$ cat src/hdl/ep_cfg_pkg.sv
// Shared constants, field layout and helpers for the endpoint configuration registers.
package ep_cfg_pkg;

  // ----------------------------------------------------------------------------
  // Endpoint indexing
  // ----------------------------------------------------------------------------
  localparam int unsigned NUM_EP      = 16;
  localparam int unsigned EP_IDX_W    = 4;
  localparam int unsigned REG_ADDR_W  = 8;
  localparam int unsigned REG_DATA_W  = 16;

  // ----------------------------------------------------------------------------
  // Register offsets
  // ----------------------------------------------------------------------------
  localparam logic [7:0] OFS_FIFO_SIZE = 8'h04;
  localparam logic [7:0] OFS_XFER_CFG  = 8'h08;
  localparam logic [7:0] OFS_PKT_COUNT = 8'h1c;

  // ----------------------------------------------------------------------------
  // Field layout
  // ----------------------------------------------------------------------------
  localparam int unsigned FIFO_SIZE_LSB = 0;
  localparam int unsigned FIFO_SIZE_W   = 11;
  localparam int unsigned TRANS_LSB     = 11;
  localparam int unsigned TRANS_W       = 2;
  localparam int unsigned CFG_W         = 5;
  localparam int unsigned CFG_TYPE_LSB  = 0;
  localparam int unsigned CFG_DBL_BIT   = 2;
  localparam int unsigned CFG_EN_BIT    = 3;
  localparam int unsigned CFG_SUPP_BIT  = 4;

  localparam logic [1:0] TYPE_ISO       = 2'h1;
  localparam logic [1:0] TYPE_BULK      = 2'h2;
  localparam logic [1:0] TYPE_INTR      = 2'h3;
  localparam logic [1:0] TRANS_RESERVED = 2'h3;
  localparam logic [1:0] TRANS_ONE      = 2'h1;

  // ----------------------------------------------------------------------------
  // Reset values and memory size
  // ----------------------------------------------------------------------------
  localparam logic [15:0] RST_FIFO_SIZE = 16'h0000;
  localparam logic [15:0] RST_XFER_CFG  = 16'h0000;
  localparam logic [15:0] RST_PKT_COUNT = 16'h0000;
  localparam int unsigned FIFO_MEM_BYTES = 8192;
  localparam int unsigned MEM_ADDR_W     = 14;
  localparam int unsigned ALLOC_SUM_W    = 17;

  // ----------------------------------------------------------------------------
  // Helpers
  // ----------------------------------------------------------------------------
  // Index bit 0 is the direction (1 = IN); the upper bits give the endpoint number.
  function automatic logic is_ctrl_ep(input logic [EP_IDX_W-1:0] idx);
    return (idx[EP_IDX_W-1:1] == 3'h0);
  endfunction

endpackage

$ cat src/hdl/ep_fifo_alloc.sv
// FIFO memory placement of the enabled data endpoints.
`timescale 1ns/100ps
`default_nettype none
module ep_fifo_alloc (
  input  wire logic                                core_clk_i,   // Core clock.
  input  wire logic                                rst_n_i,      // Synchronous reset, low.
  input  wire logic [ep_cfg_pkg::NUM_EP-1:0][10:0] size_i,       // FIFO size per endpoint.
  input  wire logic [ep_cfg_pkg::NUM_EP-1:0]       enable_i,     // Endpoint enables.
  input  wire logic [ep_cfg_pkg::NUM_EP-1:0]       dbl_i,        // Double buffer selects.
  input  wire logic [ep_cfg_pkg::EP_IDX_W-1:0]     index_i,      // Indexed endpoint.
  output logic      [ep_cfg_pkg::MEM_ADDR_W-1:0]   base_o,       // Base of indexed endpoint.
  output logic                                     overflow_o    // Allocation exceeds memory.
);

  typedef struct packed {
    logic [ep_cfg_pkg::MEM_ADDR_W-1:0] base;
    logic                              overflow;
  } alloc_state_t;

  alloc_state_t st_q;
  alloc_state_t st_d;

  // ----------------------------------------------------------------------------
  // Running sum of the space claimed by lower endpoints
  // ----------------------------------------------------------------------------
  always_comb begin
    logic [ep_cfg_pkg::ALLOC_SUM_W-1:0] sum;
    logic [ep_cfg_pkg::ALLOC_SUM_W-1:0] claim;
    sum   = '0;
    claim = '0;
    st_d  = st_q;
    st_d.base = '0;
    for (int k = 0; k < ep_cfg_pkg::NUM_EP; k++) begin
      if (k == int'(index_i)) begin
        st_d.base = sum[ep_cfg_pkg::MEM_ADDR_W-1:0];
      end
      claim = enable_i[k] ? {6'h0, size_i[k]} : '0;
      if (dbl_i[k]) begin
        claim = {claim[ep_cfg_pkg::ALLOC_SUM_W-2:0], 1'b0};
      end
      sum = sum + claim;
    end
    st_d.overflow = (sum > (ep_cfg_pkg::ALLOC_SUM_W)'(ep_cfg_pkg::FIFO_MEM_BYTES));
  end

  always_ff @(posedge core_clk_i) begin
    if (!rst_n_i) begin
      st_q <= '0;
    end else begin
      st_q <= st_d;
    end
  end

  assign base_o     = st_q.base;
  assign overflow_o = st_q.overflow;
endmodule
`default_nettype wire

$ cat src/hdl/ep_in_fill.sv
// Byte fill tracking that validates an IN buffer at the packet byte count.
`timescale 1ns/100ps
`default_nettype none
module ep_in_fill (
  input  wire logic        core_clk_i,    // Core clock.
  input  wire logic        rst_n_i,       // Synchronous reset, low.
  input  wire logic        clear_i,       // Restart the fill count.
  input  wire logic        active_i,      // Indexed endpoint is an enabled IN in PIO mode.
  input  wire logic        wr_i,          // Data port write pulse.
  input  wire logic        wr_two_i,      // Write carries two bytes.
  input  wire logic [15:0] limit_i,       // Packet byte count of indexed endpoint.
  output logic      [15:0] fill_o,        // Bytes written so far.
  output logic             validate_o     // Buffer validated, one-cycle pulse.
);

  typedef struct packed {
    logic [15:0] fill;
    logic        validate;
  } fill_state_t;

  fill_state_t st_q;
  fill_state_t st_d;

  always_comb begin
    logic [15:0] nxt;
    nxt  = st_q.fill + (wr_two_i ? 16'h0002 : 16'h0001);
    st_d = st_q;
    st_d.validate = 1'b0;
    if (clear_i) begin
      st_d.fill = '0;
    end else if (wr_i && active_i) begin
      if ((limit_i != 16'h0000) && (nxt >= limit_i)) begin
        st_d.fill     = '0;
        st_d.validate = 1'b1;
      end else begin
        st_d.fill = nxt;
      end
    end
  end

  always_ff @(posedge core_clk_i) begin
    if (!rst_n_i) begin
      st_q <= '0;
    end else begin
      st_q <= st_d;
    end
  end

  assign fill_o     = st_q.fill;
  assign validate_o = st_q.validate;
endmodule
`default_nettype wire

$ cat src/hdl/ep_cfg_regs.sv
// Per-endpoint FIFO size, transfer configuration and packet byte count registers.
//
// Overview of operation
// - Size settings skip the control endpoint zero.
// - Size write reloads every packet byte count.
// - Bits 12:11 give one to three packets.
// - Packet count only for high-speed iso/interrupt.
// - Bits 10:0 give FIFO size in bytes.
// - Size register bits 15:13 reserved, resets zero.
// - Packet byte count clears on both resets.
// - Zero count or size sends empty packet.
// - Suppress bit disables empty packets, DMA only.
// - Enable bit 3 activates endpoint FIFO.
// - Enabled endpoint gets FIFO memory by size.
// - Re-enable resets toggle.
// - Bit 2 selects two packet buffers.
// - Type field: iso, bulk, interrupt codes.
// - Config bits 15:5 reserved, resets clear it.
// - IN buffer validates at packet byte count, PIO mode only.
// - OUT acknowledge loads received byte count.
`timescale 1ns/100ps
`default_nettype none
module ep_cfg_regs (
  input  wire logic        core_clk_i,             // Core clock, 100 MHz.
  input  wire logic        rst_n_i,                // Power-on reset, synchronous, low.
  input  wire logic        usb_bus_reset_i,        // USB bus reset level.
  input  wire logic [3:0]  ep_index_i,             // Current endpoint index.
  input  wire logic [7:0]  reg_addr_i,             // Register address.
  input  wire logic [15:0] reg_wdata_i,            // Register write data.
  input  wire logic        reg_wr_i,               // Register write strobe.
  input  wire logic        reg_rd_i,               // Register read strobe.
  output logic      [15:0] reg_rdata_o,            // Read data, valid after reg_rd_i.
  input  wire logic        high_speed_i,           // Link runs at high speed.
  input  wire logic        dma_mode_i,             // Endpoints serviced by DMA.
  input  wire logic        in_token_i,             // IN token seen for token_ep_i.
  input  wire logic [3:0]  token_ep_i,             // Endpoint of token or acknowledge.
  input  wire logic        pkt_ack_i,              // Data packet acknowledged.
  input  wire logic [15:0] out_rx_bytes_i,         // Bytes of the acknowledged OUT packet.
  input  wire logic        port_wr_i,              // Data port write pulse.
  input  wire logic        port_wr_two_i,          // Data port write holds two bytes.
  output logic             send_empty_pkt_o,       // Answer IN with empty packet.
  output logic             data_toggle_o,          // Toggle of token_ep_i.
  output logic             buffer_validate_o,      // IN buffer validated.
  output logic [15:0]      ep_enabled_o,           // Enable of every endpoint.
  output logic             ep_double_buffer_o,     // Indexed endpoint double buffered.
  output logic [1:0]       ep_transfer_type_o,     // Indexed endpoint transfer type.
  output logic [1:0]       ep_packets_per_uframe_o,// Packets per microframe, 1 to 3.
  output logic [13:0]      ep_fifo_base_o,         // FIFO base of indexed endpoint.
  output logic             fifo_overflow_o         // Enabled FIFOs exceed memory.
);

  localparam int unsigned N = ep_cfg_pkg::NUM_EP;

  // ----------------------------------------------------------------------------
  // State
  // ----------------------------------------------------------------------------
  typedef struct packed {
    logic [N-1:0][ep_cfg_pkg::FIFO_SIZE_W-1:0] fifo_size;
    logic [N-1:0][ep_cfg_pkg::TRANS_W-1:0]     transactions_per_microframe;
    logic [N-1:0][ep_cfg_pkg::CFG_W-1:0]       cfg;
    logic [N-1:0][15:0]                        pkt_cnt;
    logic [N-1:0]                              toggle;
    logic [15:0]                               rdata;
    logic                                      empty_pkt;
    logic [3:0]                                idx_prev;
  } cfg_state_t;

  cfg_state_t st_q;
  cfg_state_t st_d;

  logic [N-1:0]                               dbl_vec;
  logic [N-1:0][ep_cfg_pkg::FIFO_SIZE_W-1:0]  alloc_size;
  logic [ep_cfg_pkg::CFG_W-1:0]               cfg_idx;
  logic [ep_cfg_pkg::CFG_W-1:0]               cfg_tok;
  logic                                       supp_eff;
  logic                                       fill_clear;
  logic                                       fill_active;

  // ----------------------------------------------------------------------------
  // Next state
  // ----------------------------------------------------------------------------
  always_comb begin
    st_d = st_q;
    st_d.empty_pkt = 1'b0;
    st_d.idx_prev  = ep_index_i;
    if (reg_rd_i) begin
      case (reg_addr_i)
        ep_cfg_pkg::OFS_FIFO_SIZE: begin
          st_d.rdata = {3'h0, st_q.transactions_per_microframe[ep_index_i], st_q.fifo_size[ep_index_i]};
        end
        ep_cfg_pkg::OFS_XFER_CFG: begin
          st_d.rdata = {11'h000, st_q.cfg[ep_index_i]};
        end
        ep_cfg_pkg::OFS_PKT_COUNT: begin
          st_d.rdata = st_q.pkt_cnt[ep_index_i];
        end
        default: begin
          st_d.rdata = 16'h0000;
        end
      endcase
    end
    if (reg_wr_i) begin
      case (reg_addr_i)
        ep_cfg_pkg::OFS_FIFO_SIZE: begin
          if (!ep_cfg_pkg::is_ctrl_ep(ep_index_i)) begin
            st_d.fifo_size[ep_index_i] = reg_wdata_i[10:0];
            st_d.transactions_per_microframe[ep_index_i]    = reg_wdata_i[12:11];
          end
          for (int k = 0; k < N; k++) begin
            st_d.pkt_cnt[k] = {5'h00, reg_wdata_i[10:0]};
          end
        end
        ep_cfg_pkg::OFS_XFER_CFG: begin
          st_d.cfg[ep_index_i] = reg_wdata_i[4:0];
        end
        ep_cfg_pkg::OFS_PKT_COUNT: begin
          st_d.pkt_cnt[ep_index_i] = reg_wdata_i;
        end
        default: begin
        end
      endcase
    end
    if (pkt_ack_i) begin
      if (!token_ep_i[0]) begin
        st_d.pkt_cnt[token_ep_i] = out_rx_bytes_i;
      end
      st_d.toggle[token_ep_i] = ~st_q.toggle[token_ep_i];
    end
    // A disabled endpoint holds toggle at DATA0, so a later re-enable restarts it.
    for (int k = 0; k < N; k++) begin
      if (!st_d.cfg[k][ep_cfg_pkg::CFG_EN_BIT]) begin
        st_d.toggle[k] = 1'b0;
      end
    end
    if (in_token_i && cfg_tok[ep_cfg_pkg::CFG_EN_BIT] && !supp_eff
        && (st_q.pkt_cnt[token_ep_i] == 16'h0000
            || st_q.fifo_size[token_ep_i] == 11'h000)) begin
      st_d.empty_pkt = 1'b1;
    end
    if (usb_bus_reset_i) begin
      st_d = '0;
    end
  end

  always_ff @(posedge core_clk_i) begin
    if (!rst_n_i) begin
      st_q <= '0;
    end else begin
      st_q <= st_d;
    end
  end

  // ----------------------------------------------------------------------------
  // Decoded views
  // ----------------------------------------------------------------------------
  function automatic logic [1:0] packets_per_uframe(input logic [ep_cfg_pkg::CFG_W-1:0] cfg,
                                                    input logic [1:0] transactions_per_microframe,
                                                    input logic       hs);
    logic [1:0] typ;
    typ = cfg[1:0];
    if (hs && (typ == ep_cfg_pkg::TYPE_ISO || typ == ep_cfg_pkg::TYPE_INTR)
        && transactions_per_microframe != ep_cfg_pkg::TRANS_RESERVED) begin
      return transactions_per_microframe + 2'h1;
    end
    return ep_cfg_pkg::TRANS_ONE;
  endfunction

  assign cfg_idx  = st_q.cfg[ep_index_i];
  assign cfg_tok  = st_q.cfg[token_ep_i];
  assign supp_eff = cfg_tok[ep_cfg_pkg::CFG_SUPP_BIT] && dma_mode_i;

  for (genvar g = 0; g < N; g++) begin : g_ep
    assign ep_enabled_o[g] = st_q.cfg[g][ep_cfg_pkg::CFG_EN_BIT];
    assign dbl_vec[g]      = st_q.cfg[g][ep_cfg_pkg::CFG_DBL_BIT];
    assign alloc_size[g]   = st_q.fifo_size[g];
  end

  assign reg_rdata_o             = st_q.rdata;
  assign send_empty_pkt_o        = st_q.empty_pkt;
  assign data_toggle_o           = st_q.toggle[token_ep_i];
  assign ep_double_buffer_o      = cfg_idx[ep_cfg_pkg::CFG_DBL_BIT];
  assign ep_transfer_type_o      = cfg_idx[1:0];
  assign ep_packets_per_uframe_o = ep_cfg_pkg::is_ctrl_ep(ep_index_i) ? ep_cfg_pkg::TRANS_ONE
                                 : packets_per_uframe(cfg_idx, st_q.transactions_per_microframe[ep_index_i],
                                                      high_speed_i);

  // ----------------------------------------------------------------------------
  // Memory placement and IN fill tracking
  // ----------------------------------------------------------------------------
  ep_fifo_alloc u_alloc (
    .core_clk_i (core_clk_i),
    .rst_n_i    (rst_n_i),
    .size_i     (alloc_size),
    .enable_i   (ep_enabled_o),
    .dbl_i      (dbl_vec),
    .index_i    (ep_index_i),
    .base_o     (ep_fifo_base_o),
    .overflow_o (fifo_overflow_o)
  );

  assign fill_clear  = usb_bus_reset_i || (ep_index_i != st_q.idx_prev)
                    || (reg_wr_i && reg_addr_i == ep_cfg_pkg::OFS_PKT_COUNT);
  assign fill_active = ep_index_i[0] && cfg_idx[ep_cfg_pkg::CFG_EN_BIT] && !dma_mode_i;

  ep_in_fill u_fill (
    .core_clk_i (core_clk_i),
    .rst_n_i    (rst_n_i),
    .clear_i    (fill_clear),
    .active_i   (fill_active),
    .wr_i       (port_wr_i),
    .wr_two_i   (port_wr_two_i),
    .limit_i    (st_q.pkt_cnt[ep_index_i]),
    .fill_o     (),
    .validate_o (buffer_validate_o)
  );
endmodule
`default_nettype wire

$ cat config.mk
export PLATFORM = sky130hd
export DESIGN_NAME = ep_cfg_regs
export DESIGN_NICKNAME = d
export VERILOG_FILES = /design/src/hdl/ep_cfg_pkg.sv /design/src/hdl/ep_fifo_alloc.sv /design/src/hdl/ep_in_fill.sv /design/src/hdl/ep_cfg_regs.sv
export SDC_FILE = /design/constraint.sdc
export NUM_CORES = 2
export LEC_CHECK = 0
export BUFFER_PORTS_ARGS = -buffer_cell sky130_fd_sc_hd__buf_4
export CORE_MARGIN = 4
export CORE_UTILIZATION = 35
export DETAILED_ROUTE_END_ITERATION = 8
export HOLD_SLACK_MARGIN = 0.05
export SLEW_MARGIN = 25
export SYNTH_ARGS = -nofsm -noshare
export SYNTH_HDL_FRONTEND = slang
export SYNTH_SLANG_ARGS = --single-unit
$ cat constraint.sdc
create_clock -name core_clk_i -period 31.7 [get_ports core_clk_i]
set_input_delay 4.755 -clock core_clk_i [delete_from_list [all_inputs] [get_ports core_clk_i]]
set_output_delay 4.755 -clock core_clk_i [all_outputs]
set_load 0.02 [all_outputs]
* After elaboration in Yosys (flattened, before gate mapping) *
Index checks and enable logic that the tools add are counted.

operators by class
  bitwise operators = 20
  mux-type cells = 95
  order comparisons = 6
  reductions and logical operators = 44
  add/subtract/negate cells = 17
  equal/unequal tests = 22

operator list
  cell                                        count
  256-bit bitwise mux                         2
  256-bit case mux with 2 select lines        1
  335-bit two-way mux                         1
  17-bit two-way mux                          16
  272-bit two-way mux                         1
  256-bit two-way mux                         1
  17-bit adder                                15
  14-bit two-way mux                          15
  11-bit two-way mux                          19
  176-bit bitwise mux                         1
  16-bit binary-select mux with 4-bit select  2
  16-bit demux with 4-bit select              2
  11-bit binary-select mux with 4-bit select  2
  80-bit bitwise mux                          1
  16-bit two-way mux                          5
  79-bit two-way mux                          1
  3-bit OR reduction                          17
  16-bit case mux with 3 select lines         1
  11-bit demux with 4-bit select              1
  5-bit binary-select mux with 4-bit select   2
  32-bit bitwise mux                          1
  4-bit equality test, first input constant   8
  5-bit demux with 4-bit select               1
  1-bit NOT                                   20
  other kinds (34)                            68

storage, ports and cells
  register bits after elaboration = 613
  output and inout bits = 55
  logic and storage cells = 307
  input bits = 59

* Longest topological paths before layout *
  depth in word-level cells = 18
  depth in mapped cells = 72

* Cells and area by module *
From an unflattened synthesis, not the netlist that was laid out.

second synthesis, totals
  cell total of the unflattened synthesis = 5,207
  area, all modules = 43,942.1 µm²

by module, submodules not included
  module         cells each  times used  area an instance (µm²)
  ep_cfg_regs    3,220       1           28,787.6
  ep_fifo_alloc  1,802       1           13,611.8
  ep_in_fill     185         1           1,542.7

* Worst setup path after synthesis *
Ideal clock, no wire load.

  path kind = in2out
  start point = input port ep_index_i[0]
  end point = output port ep_packets_per_uframe_o[1]
  slack = 17.748 ns
  data arrival time = 9.197 ns
  path buffers = 6
  stages on the path = 11
  path through = clkbuf_1 buf_1 clkbuf_1 buf_1 clkbuf_1 buf_1 mux4_2 mux4_2 ha_1 nor4bb_1 and2_1

between the ends
  cells in the longest elaborated chain, start to end = 9
  elaborated cells on any way between the ends = 15
  those cells by class = add/sub (1); eq/ne (3); mux (8); reduce/logical (3)

ends and longest elaborated chain
  item                                                                                   RTL line            RTL
  from (decl)                                                                            ep_cfg_regs.sv:27   input wire logic [3:0] ep_index_i,
  5-bit binary-select mux with 4-bit select                                              ep_cfg_regs.sv:168  assign cfg_idx = st_q.cfg[ep_index_i];
  5-bit two-way mux (not written as such)                                                ep_cfg_regs.sv:168
  2-bit by 1-bit equality test with 1-bit output or 2-bit equality test (tied branches)  ep_cfg_regs.sv:161  if (hs && (typ == ep_cfg_pkg::TYPE_ISO || typ == ep_cfg_pkg::TYPE_INTR)
  1-bit logical OR                                                                       ep_cfg_regs.sv:161
  1-bit logical AND                                                                      ep_cfg_regs.sv:161
  1-bit logical AND                                                                      ep_cfg_regs.sv:162  && transactions_per_microframe != ep_cfg_pkg::TRANS_RESERVED) begin
  1-bit two-way mux                                                                      ep_cfg_regs.sv:161
  2-bit two-way mux *                                                                    ep_cfg_regs.sv:165  return ep_cfg_pkg::TRANS_ONE;
  2-bit two-way mux *                                                                    ep_cfg_regs.sv:183  assign ep_packets_per_uframe_o = ep_cfg_pkg::is_ctrl_ep(ep_index_i) ? ep_cfg_pkg::TRANS_ONE
  to (decl)                                                                              ep_cfg_regs.sv:47   output logic [1:0] ep_packets_per_uframe_o,

Every way passes the cells marked *; elsewhere a longest branch is shown, timed or not. The select of a mux whose other input is x is not followed.

* Final worst setup path *
  start point = register st_q, in the netlist dbl_vec[0]
  end point = register u_alloc.st_q, in the netlist u_alloc.overflow_o

between the ends
  cells in the longest elaborated chain, start to end = 17

ends and longest elaborated chain
  item                                             RTL line             RTL
  from (decl)                                      ep_cfg_regs.sv:68    cfg_state_t st_q;
  from (signal assigned)                           ep_cfg_regs.sv:149   st_q <= st_d;
  17-bit two-way mux                               ep_fifo_alloc.sv:38  if (dbl_i[k]) begin
  17-bit adder (15 in a row)                       ep_fifo_alloc.sv:41  sum = sum + claim;
  17-bit by 14-bit > comparator with 1-bit output  ep_fifo_alloc.sv:43  st_d.overflow = (sum > (ep_cfg_pkg::ALLOC_SUM_W)'(ep_cfg_pkg::FIFO_MEM_BYTES));
  to (signal assigned)                             ep_fifo_alloc.sv:50  st_q <= st_d;
  to (decl)                                        ep_fifo_alloc.sv:20  alloc_state_t st_q;

No other way between the ends.
A chain may end at the register's enable or synchronous reset.

==> impl_metrics.json <==
{
  "number_of_antenna_violations_at_the_first_check_in_global_routing": 15,
  "detailroute.via_count": 39100,
  "antenna_violating_nets_post_route": 0,
  "dpl_worst_slack_ns": 16.93,
  "avgViaCountPerCell": 6.03,
  "die_w_um": 355,
  "postSynthAreaPerCell_sq_um": 8.42,
  "fin_crit_ns": 15.05,
  "synth.largest_area_cell": "sky130_fd_sc_hd__dfxtp_1",
  "detail_route.drc_violations": 0,
  "critical_path.startpoint_type": "flop",
  "power.density_cell_area_mw_per_mm2": 37.0,
  "clk_pin_slew_ns": 0.06,
  "crit_buf_inv": 0,
  "placement_rows": 126,
  "critPathTopFamily": "adder cells",
  "port-buffer-count": 113,
  "postLayoutCoreUtil_pct": 38.9,
  "cts_setup_buffers": 0,
  "clk_latency_ns": 0.67,
  "postSynthCellCount": 4997,
  "critical-path-slowest-cell": "sky130_fd_sc_hd__dfxtp_1",
  "clock_sink_count": 613,
  "worst_slew_pin_slew_ns": 1.12,
  "synth-edff-count": 0,
  "setup_slack_ns": 16.65,
  "timing.critical_path.mode_cell": "sky130_fd_sc_hd__ha_1",
  "1st_iter_drt_viols": 4412,
  "postCtsHoldBufs": 0,
  "ff2ff_setup_slack_ns": 16.65,
  "max-vdd-ir-drop_uv": 42.2,
  "drt-wirelength-per-cell_um": 25.5,
  "total_routing_usage_gr_pct": 25.3,
  "dr.pass1.iters": 6,
  "number_of_global_route_vias_before_repair": 36700,
  "synth_seq_area_share_pct": 29.2,
  "synth_largest_type_area_fraction_pct": 29.2,
  "area.growth.synth_to_final_pct": 9.69,
  "ys_dominant_reg_cell": "sky130_fd_sc_hd__dfxtp_1",
  "r2r.worst_path.cells": 59,
  "relSlewSlack_pct": 25.4,
  "setup_repair_after_global_routing_missed_its_margin": "no",
  "finalWirelength_um": 166000,
  "cts_max_level": 3,
  "gp_routability_congestion": 0.982,
  "global_route_wire_length_before_repair_um": 244000,
  "fraction_of_final_layout_cells_sized_beyond_drive_strength_1_pct": 11.2,
  "period_share_pct": 47.5,
  "post_synth_main_area_contributors": "sky130_fd_sc_hd__dfxtp_1 29%, sky130_fd_sc_hd__mux4_2 10%, sky130_fd_sc_hd__mux2i_1 6.5%, sky130_fd_sc_hd__nand2_1 6.4%, sky130_fd_sc_hd__ha_1 5.9%",
  "finalSetupViolations": 0,
  "timing.critical_path.fanout_max": 14,
  "synthArstFlopShare_pct": 0,
  "maxcap_viol_count": 0,
  "worst-path-stages": 59,
  "total_power_mw": 1.71,
  "die_y_um": 355,
  "synth.net_count": 5271,
  "cpPeakStageDelay_ns": 0.76,
  "critical_path.endpoint_type": "flop",
  "hold_path.class": "flop to flop",
  "crit_type": "flop to flop",
  "clock_path_buffers": 3,
  "core_area_sq_mm": 0.119,
  "grt_residual_overflow": 0,
  "tritoncts_clock_tree": "built",
  "clock-skew-final_ns": 0.0413,
  "fin_worst_hold_slack_ns": 0.453,
  "yosys_warnings": 0,
  "fin_tns_setup_ns": 0,
  "critical_path.reg2reg.endpoint": "u_alloc.overflow_o$_SDFF_PN0_",
  "postCtsResizedCells": 0,
  "netlist_area_sq_mm": 0.0421,
  "number_of_nets_in_the_final_layout": 5100,
  "power.static_leakage_nw": 16.4,
  "die_area_sq_mm": 0.126,
  "synthDistinctLibCells": 95,
  "cts_buffers": 69,
  "start_util_pct": 35.4,
  "dpl.hpwl_um": 122000,
  "run_status": "complete, no violations",
  "number_of_hold_slack_violations_in_the_final_timing_report": 0,
  "postSynthRegisterBits": 613,
  "min-delay-start": "u_fill.fill_o[0]$_SDFFE_PP0P_",
  "end_point_of_the_worst_hold_path": "u_fill.fill_o[0]$_SDFFE_PP0P_",
  "worstHoldPathCells": 2,
  "clockRootBuffer": "sky130_fd_sc_hd__clkbuf_16",
  "grt_start_max_net_pins": 102,
  "final_max_slew_viol_count": 0,
  "highest_attainable_clock_frequency_ghz": 0.0664,
  "arrival_ns": 15.59,
  "required_ns": 32.24,
  "reg2reg_from": "dbl_vec[0]$_SDFFE_PP0P_",
  "design.portCount": 114
}
## where the power goes
part	internal, mW	total (mW)	switching, mW
sequential	0.773	0.775	0.00193
combinational	0.0286	0.108	0.0798
clock	0.467	0.824	0.356
## synth_stat cells (6+ instances only)
cell type	count
sky130_fd_sc_hd__fa_1	16
sky130_fd_sc_hd__a22oi_1	97
sky130_fd_sc_hd__xnor2_2	6
sky130_fd_sc_hd__and2_1	40
sky130_fd_sc_hd__a22o_1	12
sky130_fd_sc_hd__xor2_1	42
sky130_fd_sc_hd__nand2b_1	24
sky130_fd_sc_hd__nand3_1	60
sky130_fd_sc_hd__and3_1	32
sky130_fd_sc_hd__or4_1	6
sky130_fd_sc_hd__a221oi_1	26
sky130_fd_sc_hd__o21ai_0	142
sky130_fd_sc_hd__mux2i_1	274
sky130_fd_sc_hd__nor2_1	432
sky130_fd_sc_hd__a21o_1	69
sky130_fd_sc_hd__clkbuf_1	325
sky130_fd_sc_hd__a32oi_1	37
sky130_fd_sc_hd__a2111oi_0	13
sky130_fd_sc_hd__ha_1	199
sky130_fd_sc_hd__nor4_1	110
sky130_fd_sc_hd__a211o_1	6
sky130_fd_sc_hd__o21a_1	43
sky130_fd_sc_hd__o211ai_1	19
sky130_fd_sc_hd__dfxtp_1	613
sky130_fd_sc_hd__nand2_1	715
sky130_fd_sc_hd__nand4_1	29
sky130_fd_sc_hd__a311oi_1	9
sky130_fd_sc_hd__a211oi_1	164
sky130_fd_sc_hd__nor3_1	67
sky130_fd_sc_hd__buf_4	32
sky130_fd_sc_hd__xnor2_1	134
sky130_fd_sc_hd__or2_2	14
sky130_fd_sc_hd__a221o_1	6
sky130_fd_sc_hd__o21ai_1	23
sky130_fd_sc_hd__mux2_2	6
sky130_fd_sc_hd__inv_1	75
sky130_fd_sc_hd__or3_1	8
sky130_fd_sc_hd__mux4_2	189
sky130_fd_sc_hd__a21oi_1	487
sky130_fd_sc_hd__buf_1	54
sky130_fd_sc_hd__nor2b_1	189
sky130_fd_sc_hd__a31oi_1	33
sky130_fd_sc_hd__o21bai_1	31
## through the flow
step | std cells | cell area, sq um
after floorplan | 4997 | 42100
after global placement | 6354 | 43800
after detailed placement | 6354 | 43800
after CTS | 6477 | 46100
after global routing | 6478 | 46100
final | 6484 | 46200
## how the worst max path moves through the flow
stage,slack [ns],to,from
2_1_floorplan,17.75,ep_packets_per_uframe_o[1],ep_index_i[0]
3_3_place_gp,17.25,u_alloc.overflow_o$_SDFF_PN0_,dbl_vec[0]$_SDFFE_PP0P_
3_5_place_dp,16.93,u_alloc.overflow_o$_SDFF_PN0_,dbl_vec[0]$_SDFFE_PP0P_
4_1_cts,16.85,u_alloc.overflow_o$_SDFF_PN0_,dbl_vec[0]$_SDFFE_PP0P_
5_1_grt,15.68,u_alloc.overflow_o$_SDFF_PN0_,dbl_vec[0]$_SDFFE_PP0P_
6_report,16.65,u_alloc.overflow_o$_SDFF_PN0_,dbl_vec[0]$_SDFFE_PP0P_
## registers in the layout (all words and copies together) (netlist names)
| name | flops |
|---|---|
| dbl_vec | 16 |
| u_fill.fill_o | 16 |
| ep_enabled_o | 16 |
| st_q | 356 |
| u_alloc.base_o | 14 |
| u_alloc.overflow_o | 1 |
| send_empty_pkt_o | 1 |
| alloc_size | 176 |
| u_fill.validate_o | 1 |
| reg_rdata_o | 16 |
## routing by layer
| metal | global-route usage, % | share of wire (%) |
|---|---|---|
| met5 | 0 | 0.068 |
| met4 | 11.1 | 5.1 |
| met3 | 4.07 | 8.6 |
| met2 | 39.9 | 45 |
| met1 | 34.2 | 42 |
## logic make-up after synthesis
| kind of cell | after synthesis | share of synthesized area (%) |
|---|---|---|
| mux | 469 | 16.8 |
| xor+xnor | 189 | 4.30 |
| flops | 613 | 29.2 |
| fa+ha+maj | 216 | 6.70 |
| simple gates | 1749 | 18.9 |
| buf+inv | 487 | 4.63 |
| compound gates | 1274 | 19.5 |
## area by class of cell
| type | count | area [sq um] |
|---|---|---|
| multi-input combinational | 3897 | 28000 |
| clock buffer | 104 | 2050 |
| fill | 12000 | 72600 |
| timing repair buffer | 170 | 1320 |
| tap | 1600 | 2000 |
| sequential | 613 | 12300 |
| clock inverter | 19 | 230 |
| antenna | 6 | 15.0 |
| inverter | 75 | 282 |
## worst register-to-register path, delay by kind of cell, from the launching register on
family	cells	cell delay (ns)
xor+xnor	10	2.10
simple gates	13	2.51
fa+ha+maj	16	5.15
flops	1	0.76
compound gates	20	4.42
## placed cells by master (no fill, tap or decap), drive strengths merged, types with 37 or more instances in the layout
cell and instances:
mux4 189, a22oi 97, nor2b 189, nor4 110, a32oi 37, xor2 43, o21ai 166, nand2 716
a211oi 166, o21a 44, ha 199, and2 40, mux2i 274, dfxtp 613, a21oi 489, clkbuf 104
inv 77, nand3 60, xnor2 143, nor2 433, buf 170, a21o 69, nor3 67
Note: power is estimated with default switching activity, not from simulation.
